### src/rtl/txp_pkg.sv
package txp_pkg;

	// ****************************************
	// data path geometry
	// ****************************************
	localparam int TXP_DATA_W = 32;
	localparam int TXP_FIFO_W = 33;
	localparam int TXP_FIFO_DEPTH = 8;
	localparam int TXP_CNT_W = 4;
	localparam int TXP_WORD_SHIFT = 2;
	localparam int TXP_UNIT_SHIFT = 5;
	localparam logic [11:0] TXP_CAP_BYTES = 12'h020;

	// ****************************************
	// register map and fields
	// ****************************************
	localparam int TXP_ADDR_W = 12;
	localparam logic [11:0] TXP_ADDR_SETUP = 12'h000;
	localparam logic [11:0] TXP_ADDR_STATUS = 12'h004;
	localparam logic [11:0] TXP_ADDR_CTRL = 12'h008;
	localparam int TXP_BURST_LSB = 20;
	localparam int TXP_FILL_LSB = 8;
	localparam int TXP_DRAIN_LSB = 0;
	localparam int TXP_CTRL_EN_BIT = 0;
	localparam logic [31:0] TXP_SETUP_MASK = 32'h0070_3F3F;
	localparam logic [31:0] TXP_SETUP_RST = 32'h0010_0101;
	localparam logic [31:0] TXP_CTRL_RST = 32'h0000_0000;
	localparam logic [7:0] TXP_BURST_MAX = 8'h80;

	// ****************************************
	// state encodings
	// ****************************************
	typedef enum logic [2:0] {
		TXP_F_IDLE = 3'b001,
		TXP_F_REQ = 3'b010,
		TXP_F_BURST = 3'b100
	} txp_fetch_t;

	typedef enum logic [1:0] {
		TXP_M_IDLE = 2'b01,
		TXP_M_SEND = 2'b10
	} txp_mac_t;

	// burst code to dwords: zero is the largest burst
	function automatic logic [7:0] txp_burst_words(input logic [2:0] code);
		if (code == 3'h0) begin
			return TXP_BURST_MAX;
		end
		return 8'h01 << (code - 3'h1);
	endfunction

	// threshold field in 32-byte units to a byte count
	function automatic logic [11:0] txp_unit_bytes(input logic [5:0] units);
		return {1'b0, units, 5'h00};
	endfunction

endpackage

### src/rtl/txp_fifo_if.sv
`timescale 1ns/1ps
interface txp_fifo_if #(parameter int W = 33, parameter int CW = 4);
	logic push_valid;
	logic push_ready;
	logic [W-1:0] push_data;
	logic pop_valid;
	logic pop_ready;
	logic [W-1:0] pop_data;
	logic [CW-1:0] level;

	modport store (
		input push_valid, push_data, pop_ready,
		output push_ready, pop_valid, pop_data, level
	);
	modport user (
		output push_valid, push_data, pop_ready,
		input push_ready, pop_valid, pop_data, level
	);
endinterface

### src/rtl/txp_fifo.sv
`timescale 1ns/1ps
module txp_fifo
	import txp_pkg::*;
#(
	parameter int WIDTH = TXP_FIFO_W,
	parameter int DEPTH = TXP_FIFO_DEPTH
) (
	// clock and reset
	input wire logic core_clk,
	input wire logic sys_rst,
	input wire logic clk_en,
	// storage side
	txp_fifo_if.store f
);
	localparam int PW = (DEPTH > 1) ? $clog2(DEPTH) : 1;
	localparam int CW = $clog2(DEPTH + 1);

	logic [WIDTH-1:0] mem [DEPTH];
	logic [PW-1:0] wr_ptr;
	logic [PW-1:0] rd_ptr;
	logic [CW-1:0] count;
	logic do_push;
	logic do_pop;

	// honest flags: full blocks the filler, empty blocks the drain
	assign f.push_ready = (count != CW'(DEPTH));
	assign f.pop_valid = (count != '0);
	assign f.pop_data = mem[rd_ptr];
	assign f.level = count;
	assign do_push = clk_en && f.push_valid && f.push_ready;
	assign do_pop = clk_en && f.pop_valid && f.pop_ready;

	// storage has no reset; only the pointers and the count need a known value
	always_ff @(posedge core_clk) begin
		if (do_push) begin
			mem[wr_ptr] <= f.push_data;
		end
	end

	// pointers wrap at the depth, which need not be a power of two
	always_ff @(posedge core_clk) begin
		if (sys_rst) begin
			wr_ptr <= '0;
			rd_ptr <= '0;
			count <= '0;
		end else begin
			if (do_push) begin
				wr_ptr <= (wr_ptr == PW'(DEPTH - 1)) ? '0 : wr_ptr + PW'(1);
			end
			if (do_pop) begin
				rd_ptr <= (rd_ptr == PW'(DEPTH - 1)) ? '0 : rd_ptr + PW'(1);
			end
			if (do_push && !do_pop) begin
				count <= count + CW'(1);
			end else if (do_pop && !do_push) begin
				count <= count - CW'(1);
			end
		end
	end
endmodule

### src/rtl/txp_gate.sv
`timescale 1ns/1ps
module txp_gate
	import txp_pkg::*;
(
	// occupancy
	input wire logic [TXP_CNT_W-1:0] level,
	input wire logic [TXP_CNT_W-1:0] pkt_cnt,
	// programmed thresholds in 32-byte units
	input wire logic [5:0] tx_fill_level,
	input wire logic [5:0] tx_drain_level,
	// gates
	output logic fill_ok,
	output logic drain_ok
);
	logic [11:0] held_bytes;
	logic [11:0] free_bytes;

	// both sides work in bytes so the unit scaling lives in one place
	assign held_bytes = {6'h00, level, 2'b00};
	assign free_bytes = TXP_CAP_BYTES - held_bytes;
	assign fill_ok = (free_bytes >= txp_unit_bytes(tx_fill_level));
	// a whole packet waiting starts the sender even below the level
	assign drain_ok = (held_bytes >= txp_unit_bytes(tx_drain_level)) || (pkt_cnt != '0);
endmodule

### src/rtl/txp_tx_pacer.sv
// Chosen here: the register addresses and the APB register port.
`timescale 1ns/1ps
// How it works
// - burst code sits at bits 22..20; code zero means 128 dwords
// - codes 1 to 7 give bursts of 1, 2, 4, 8, 16, 32, 64 dwords
// - fill level sits at bits 13..8, counted in 32-byte units of free space
// - fetch asks for the bus only once free space reaches the fill level
// - drain level sits at bits 5..0, counted in 32-byte units held
// - sending starts at the drain level or when a whole packet is held
module txp_tx_pacer
	import txp_pkg::*;
(
	// clock and reset
	input wire logic core_clk,
	input wire logic sys_rst,
	input wire logic clk_en,
	// apb slave
	input wire logic [TXP_ADDR_W-1:0] paddr,
	input wire logic psel,
	input wire logic penable,
	input wire logic pwrite,
	input wire logic [31:0] pwdata,
	output logic [31:0] prdata,
	output logic pready,
	output logic pslverr,
	// fragment fetch from host memory
	input wire logic fetch_avail,
	output logic bus_req,
	input wire logic bus_gnt,
	input wire logic rd_valid,
	input wire logic [TXP_DATA_W-1:0] rd_data,
	input wire logic rd_last,
	output logic rd_ready,
	// mac transmit side
	output logic mac_start,
	output logic mac_valid,
	output logic [TXP_DATA_W-1:0] mac_data,
	output logic mac_last,
	input wire logic mac_ready
);

	// ****************************************
	// registers
	// ****************************************
	logic [31:0] tx_setup_word;
	logic [31:0] ctrl;
	logic tx_enable;
	logic [2:0] tx_burst_limit;
	logic [5:0] tx_fill_level;
	logic [5:0] tx_drain_level;
	logic [31:0] status;
	logic [31:0] next_prdata;
	logic mapped;
	logic wr_access;

	// ****************************************
	// engine state
	// ****************************************
	txp_fetch_t fetch_st;
	txp_mac_t mac_st;
	logic [7:0] burst_lim;
	logic [7:0] words_done;
	logic [TXP_CNT_W-1:0] pkt_cnt;
	logic fill_ok;
	logic drain_ok;
	logic take;
	logic burst_end;
	logic give;
	logic start_fetch;
	logic start_mac;

	txp_fifo_if #(.W(TXP_FIFO_W), .CW(TXP_CNT_W)) fq ();

	// ****************************************
	// field views
	// ****************************************
	assign tx_burst_limit = tx_setup_word[TXP_BURST_LSB +: 3];
	assign tx_fill_level = tx_setup_word[TXP_FILL_LSB +: 6];
	assign tx_drain_level = tx_setup_word[TXP_DRAIN_LSB +: 6];
	assign tx_enable = ctrl[TXP_CTRL_EN_BIT];

	// status shows live engine state for software
	assign status = {18'h0_0000, drain_ok, fill_ok, pkt_cnt, fq.level,
		2'b00, (mac_st == TXP_M_SEND), (fetch_st != TXP_F_IDLE)};

	// ****************************************
	// apb slave
	// ****************************************
	// a frozen block stretches the access phase rather than losing a write
	assign pready = clk_en;
	assign mapped = (paddr == TXP_ADDR_SETUP) || (paddr == TXP_ADDR_STATUS)
		|| (paddr == TXP_ADDR_CTRL);
	assign pslverr = psel && penable && !mapped;
	assign wr_access = psel && penable && pwrite && clk_en;

	// read data is chosen in the setup cycle so it leaves a flip-flop
	always_comb begin
		if (paddr == TXP_ADDR_SETUP) begin
			next_prdata = tx_setup_word;
		end else if (paddr == TXP_ADDR_STATUS) begin
			next_prdata = status;
		end else if (paddr == TXP_ADDR_CTRL) begin
			next_prdata = ctrl;
		end else begin
			next_prdata = 32'h0000_0000;
		end
	end

	always_ff @(posedge core_clk) begin
		if (sys_rst) begin
			prdata <= 32'h0000_0000;
		end else if (clk_en && psel && !penable) begin
			prdata <= pwrite ? 32'h0000_0000 : next_prdata;
		end
	end

	// unused setup bits are not stored and read back as zero
	always_ff @(posedge core_clk) begin
		if (sys_rst) begin
			tx_setup_word <= TXP_SETUP_RST;
		end else if (wr_access && paddr == TXP_ADDR_SETUP) begin
			tx_setup_word <= pwdata & TXP_SETUP_MASK;
		end
	end

	always_ff @(posedge core_clk) begin
		if (sys_rst) begin
			ctrl <= TXP_CTRL_RST;
		end else if (wr_access && paddr == TXP_ADDR_CTRL) begin
			ctrl <= {31'h0000_0000, pwdata[TXP_CTRL_EN_BIT]};
		end
	end

	// ****************************************
	// threshold gates
	// ****************************************
	txp_gate u_gate (
		.level(fq.level),
		.pkt_cnt(pkt_cnt),
		.tx_fill_level(tx_fill_level),
		.tx_drain_level(tx_drain_level),
		.fill_ok(fill_ok),
		.drain_ok(drain_ok)
	);

	txp_fifo #(.WIDTH(TXP_FIFO_W), .DEPTH(TXP_FIFO_DEPTH)) u_fifo (
		.core_clk(core_clk),
		.sys_rst(sys_rst),
		.clk_en(clk_en),
		.f(fq.store)
	);

	// ****************************************
	// fetch engine
	// ****************************************
	// a zero fill level would let the engine request with no room at all
	assign start_fetch = tx_enable && fetch_avail && fill_ok;
	assign bus_req = (fetch_st != TXP_F_IDLE);
	// a full fifo stalls the host read; the burst simply waits
	assign rd_ready = (fetch_st == TXP_F_BURST) && fq.push_ready && clk_en;
	assign take = rd_valid && rd_ready;
	assign burst_end = take && (rd_last || (words_done + 8'h01 == burst_lim));
	assign fq.push_valid = (fetch_st == TXP_F_BURST) && rd_valid;
	assign fq.push_data = {rd_last, rd_data};

	always_ff @(posedge core_clk) begin
		if (sys_rst) begin
			fetch_st <= TXP_F_IDLE;
		end else if (clk_en) begin
			case (fetch_st)
				TXP_F_IDLE: begin
					if (start_fetch) begin
						fetch_st <= TXP_F_REQ;
					end
				end
				TXP_F_REQ: begin
					if (bus_gnt) begin
						fetch_st <= TXP_F_BURST;
					end
				end
				TXP_F_BURST: begin
					if (burst_end) begin
						fetch_st <= TXP_F_IDLE;
					end
				end
				default: begin
					fetch_st <= TXP_F_IDLE;
				end
			endcase
		end
	end

	// limit is latched per burst so a mid-burst write cannot stretch it
	always_ff @(posedge core_clk) begin
		if (sys_rst) begin
			burst_lim <= TXP_BURST_MAX;
		end else if (clk_en && fetch_st == TXP_F_IDLE && start_fetch) begin
			burst_lim <= txp_burst_words(tx_burst_limit);
		end
	end

	always_ff @(posedge core_clk) begin
		if (sys_rst) begin
			words_done <= 8'h00;
		end else if (clk_en) begin
			if (fetch_st != TXP_F_BURST) begin
				words_done <= 8'h00;
			end else if (take) begin
				words_done <= words_done + 8'h01;
			end
		end
	end

	// ****************************************
	// whole-packet count
	// ****************************************
	assign give = mac_valid && mac_ready;

	always_ff @(posedge core_clk) begin
		if (sys_rst) begin
			pkt_cnt <= '0;
		end else if (clk_en) begin
			if ((take && rd_last) && !(give && mac_last)) begin
				pkt_cnt <= pkt_cnt + TXP_CNT_W'(1);
			end else if ((give && mac_last) && !(take && rd_last)) begin
				pkt_cnt <= pkt_cnt - TXP_CNT_W'(1);
			end
		end
	end

	// ****************************************
	// mac drain
	// ****************************************
	// zero drain level would start on an empty fifo and send nothing
	assign start_mac = tx_enable && (mac_st == TXP_M_IDLE) && drain_ok;
	assign mac_valid = (mac_st == TXP_M_SEND) && fq.pop_valid && clk_en;
	assign fq.pop_ready = (mac_st == TXP_M_SEND) && mac_ready && clk_en;
	assign mac_data = fq.pop_data[TXP_DATA_W-1:0];
	assign mac_last = fq.pop_data[TXP_DATA_W];

	always_ff @(posedge core_clk) begin
		if (sys_rst) begin
			mac_st <= TXP_M_IDLE;
		end else if (clk_en) begin
			case (mac_st)
				TXP_M_IDLE: begin
					if (start_mac) begin
						mac_st <= TXP_M_SEND;
					end
				end
				TXP_M_SEND: begin
					if (give && mac_last) begin
						mac_st <= TXP_M_IDLE;
					end
				end
				default: begin
					mac_st <= TXP_M_IDLE;
				end
			endcase
		end
	end

	always_ff @(posedge core_clk) begin
		if (sys_rst) begin
			mac_start <= 1'b0;
		end else if (clk_en) begin
			mac_start <= start_mac;
		end
	end
endmodule

### config.mk
export PLATFORM = sky130hd
export DESIGN_NAME = txp_tx_pacer
export DESIGN_NICKNAME = d
export VERILOG_FILES = /design/src/rtl/txp_pkg.sv /design/src/rtl/txp_fifo_if.sv /design/src/rtl/txp_fifo.sv /design/src/rtl/txp_gate.sv /design/src/rtl/txp_tx_pacer.sv
export SDC_FILE = /design/constraint.sdc
export NUM_CORES = 1
export LEC_CHECK = 0
export BUFFER_PORTS_ARGS = -buffer_cell sky130_fd_sc_hd__buf_2
export CAP_MARGIN = 20
export CORE_ASPECT_RATIO = 0.5
export CORE_MARGIN = 2
export CORE_UTILIZATION = 45
export DETAILED_ROUTE_END_ITERATION = 6
export GPL_TIMING_DRIVEN = 1
export PLACE_DENSITY = 0.65
export SLEW_MARGIN = 20
export SYNTH_ARGS = -nofsm -noshare
export SYNTH_HDL_FRONTEND = slang
export SYNTH_HIERARCHICAL = 1
export SYNTH_SLANG_ARGS = --single-unit
### constraint.sdc
create_clock -name core_clk -period 4.6 [get_ports core_clk]
set_input_delay 0.23 -clock core_clk [delete_from_list [all_inputs] [get_ports core_clk]]
set_output_delay 0.23 -clock core_clk [all_outputs]
set_load 0.02 [all_outputs]
==> metrics.yaml <==
status: "complete, no violations"
synth.avg_cell_area_um2: 16.30
dp_hpwl_um: 16290
critical_path.cell_chain: "nor3_4 > nor2_1 > ha_1 > nand2b_1 > a21oi_1 > o41ai_1 > nand4_1 > or3_4 > or2_1 > or4b_1 > a21oi_1"
setup_ws_ns: 1.098
grt_overflow: 0
num_antenna_cells: 0
hold_buffers: 49
post_drt_wl_per_cell_um: 18.90
synth_edf_count: 264
final_nets: 1124
clockBufferDepth: 3
required_ns: 5.10
min_path_type: "primary input to register"
stdcell_count: 1442
arrival_ns: 4.00
hold_viol: 0
setup-tns-final_ns: 0
drc_errors: 0
ff2ff_setup_slack_ns: 1.10
start_util_pct: 45.53
yosys_warnings: 6
hold_slack_ns: 0.07229
fin_util_pct: 53.93
timing.rr.end: "burst_lim[0]$_SDFFE_PP0P_"
numPlacedInstances: 1337
cts_resized: 0
ys_types: 64
grt_pass1_vias: 7985
cts-buffers-inserted: 30
pwr-share-seq_pct: 54.7
drive_gt1_share_pct: 29.24
holdPathStages: 4
crit_fanout: 10
dieArea_um2: 32040
max_slew.worst_pin.slew_ns: 0.9926
ff2ff_path_depth: 11
cpMostUsedCell: "a21oi_1"
worstSkewPairLatency_ns: 0.58
p_leak_nw: 5.483
area_growth_pct: 18.44
antenna_found_initial: 1
fin_total_pwr_mw: 5.971
place_congestion: 0.7936
path_buf_inv: 0
final.period_utilization_pct: 76.12
p_int_mw: 4.804
hold_path_end: "prdata[0]$_SDFFE_PP0P_"
port_buffers: 125
path_class: "register to register"
p_switching_mw: 1.167
clock_skew_ns: 0.01457
fillCellCount: 2433
crit_start: "u_fifo/f.level[1]$_SDFFE_PP0P_"
grtUsageTotal_pct: 17.28
drtIter0Drc: 477
clk_pin_slew_worst_paths_ns: 0.06
endpoint_kind: "register"
relSlewSlack_pct: 33.58
cellPowerDensity_nw_per_um2: 366.9
drtPass1Iterations: 4
die_w_um: 251.1
cts_tree: "done"
synth_flop_cell: "edfxtp_1"
synthCells: 843
rows: 45
grt_max_degree: 51
clkSinkCount: 336
dp_slack_ns: 1.197
core_area_um2: 30180
setup_viol: 0
rr_startpoint: "u_fifo/f.level[1]$_SDFFE_PP0P_"
async_flop_share_pct: 0
die_y_um: 127.6
routed_wl_um: 27250
cts_setup_buffers: 0
dpl_cell_area_um2: 14760
p_comb_share_pct: 2.1
cp_slowest_stage_delay_ns: 0.69
worstSetupStartpointType: "register"
fin_area_um2: 16280
ir_worst_vdd_uv: 216.6
hp-start: "pwrite"
rsz0062_at_grt: "no"
num_vias: 7756
cts_max_level: 1
crit_family: "simple AND/OR/NAND/NOR gates"
grt_pass1_wl_um: 43240
synthesis.area_um2: 13740
ios: 158
swShare_pct: 19.54
viasPerCell: 5.379
period_minus_slack_ns: 3.502
yosys_register_bits: 336
clock-root-buffer: "clkbuf_16"
seq_area_frac_synth_pct: 68.18
drv_cap: 0
maxSlewViolCount: 0
clockPowerShare_pct: 43.2
ant_nets: 0
slowest_stage: "o41ai_1"
fmax_ghz: 0.2856
flip-flops by register name, indices dropped and copies added (netlist names), named ones only:
register	cells
u_fifo/f.level	4
words_done	8
u_fifo/mem	264
u_fifo/wr_ptr	3
mac_start	1
pkt_cnt	4
prdata	17
u_fifo/rd_ptr	3
mac_st	2
fetch_st	3
burst_lim	8
tx_setup_word	15
ctrl	1
kinds of logic after synthesis:
logic type               after synthesis  share of synthesized area [%]
multiplexers                         107                          14.42
flip-flops                           336                          68.18
adder cells (fa/ha/maj)               18                          1.748
AND/OR/NAND/NOR                      193                          7.266
buffers and inverters                 72                          2.896
AO/OA/AOI/OAI                        101                          4.507
XOR/XNOR                              15                         0.9561
other                                  1                        0.02729
cells in the final DEF, fill, tap and decap left out, types with 5 or more instances in the layout:
cell / n
bufinv_16: 5
xnor2_1: 9
dlygate4sd3_1: 49
inv_1: 8
nand2b_1: 9
nand3b_1: 10
xor2_1: 6
and3_1: 5
a21oi_1: 55
buf_2: 125
clkinv_2: 7
mux4_2: 55
nand3_1: 9
nor2_1: 44
a22oi_1: 19
ha_1: 16
mux2_2: 35
mux4_1: 11
conb_1: 15
clkbuf_16: 30
nand2_1: 61
buf_4: 18
o21ai_0: 8
mux2i_1: 6
nor3_1: 6
nor4_1: 5
dfxtp_1: 69
edfxtp_1: 264
layer usage:
layer / up-vias / wire length [um] / global-route usage (%)
met4: 0 / 508 / 3.852
met2: 168 / 13660 / 30.32
li1: 3619 / - / -
met3: 36 / 1086 / 3.301
met1: 3933 / 12000 / 22.58
met5: - / 0 / 0
worst register-to-register path, delay by kind of cell, from the launching register on:
kind	cells	cell delay, ns
DFF	1	0.54
and+or+nand+nor	7	1.81
AOI/OAI and AO/OA	3	0.88
adders and majority gates	1	0.21
how the worst max path moves through the flow:
| stage | cells past startpoint | slack, ns | to |
|---|---|---|---|
| after floorplan | 6 | 0.65 | u_fifo/mem[1][0]$_DFFE_PP_ |
| after global placement | 11 | 1.34 | burst_lim[0]$_SDFFE_PP0P_ |
| after detailed placement | 11 | 1.20 | burst_lim[0]$_SDFFE_PP0P_ |
| after CTS | 11 | 1.19 | burst_lim[0]$_SDFFE_PP0P_ |
| after global routing | 11 | 1.01 | burst_lim[0]$_SDFFE_PP0P_ |
| final | 11 | 1.10 | burst_lim[0]$_SDFFE_PP0P_ |
power groups by stage:
| stage | Combinational (mW) | Sequential, mW | Clock, mW |
|---|---|---|---|
| 3_3_place_gp | 0.0864 | 3.33 | 0 |
| 3_5_place_dp | 0.0929 | 3.33 | 0 |
| 2_1_floorplan | 0.0408 | 3.33 | 0 |
| 5_1_grt | 0.139 | 3.26 | 2.77 |
| 6_report | 0.126 | 3.27 | 2.58 |
| 4_1_cts | 0.127 | 3.27 | 2.64 |
synthesized netlist by cell type (all sizes together), types with 4 or more instances:
cell type  number  share of area (%)
nand2          61                1.7
nand3b         10               0.55
nand3          10               0.40
nor4            7               0.36
clkbuf         25               0.68
a22oi          19                1.0
mux2i           6               0.44
edfxtp        264                 58
mux4           66                 11
nand4b          4               0.25
xnor2           9               0.57
xor2            6               0.38
or4             5               0.30
nand4           4               0.18
o21ai           8               0.29
nand2b          9               0.41
inv            10               0.27
nor2           48                1.3
and3            5               0.23
dfxtp          72                 10
a21oi          55                2.0
ha             16                1.5
buf            37                1.9
nor3           11               0.48
mux2           35                2.9
cell type report:
cell class	instances	area (um2)	share of cell area, %
repair buffers	192	1251	7.688
flip-flops and latches	336	9375	57.60
multi-input cells	449	4085	25.10
well taps	399	499.2	3.067
inverters	10	37.54	0.2306
clock inverters	22	261.5	1.607
clock buffers	34	765.7	4.705
No activity file was read; power rests on OpenSTA's default activity.
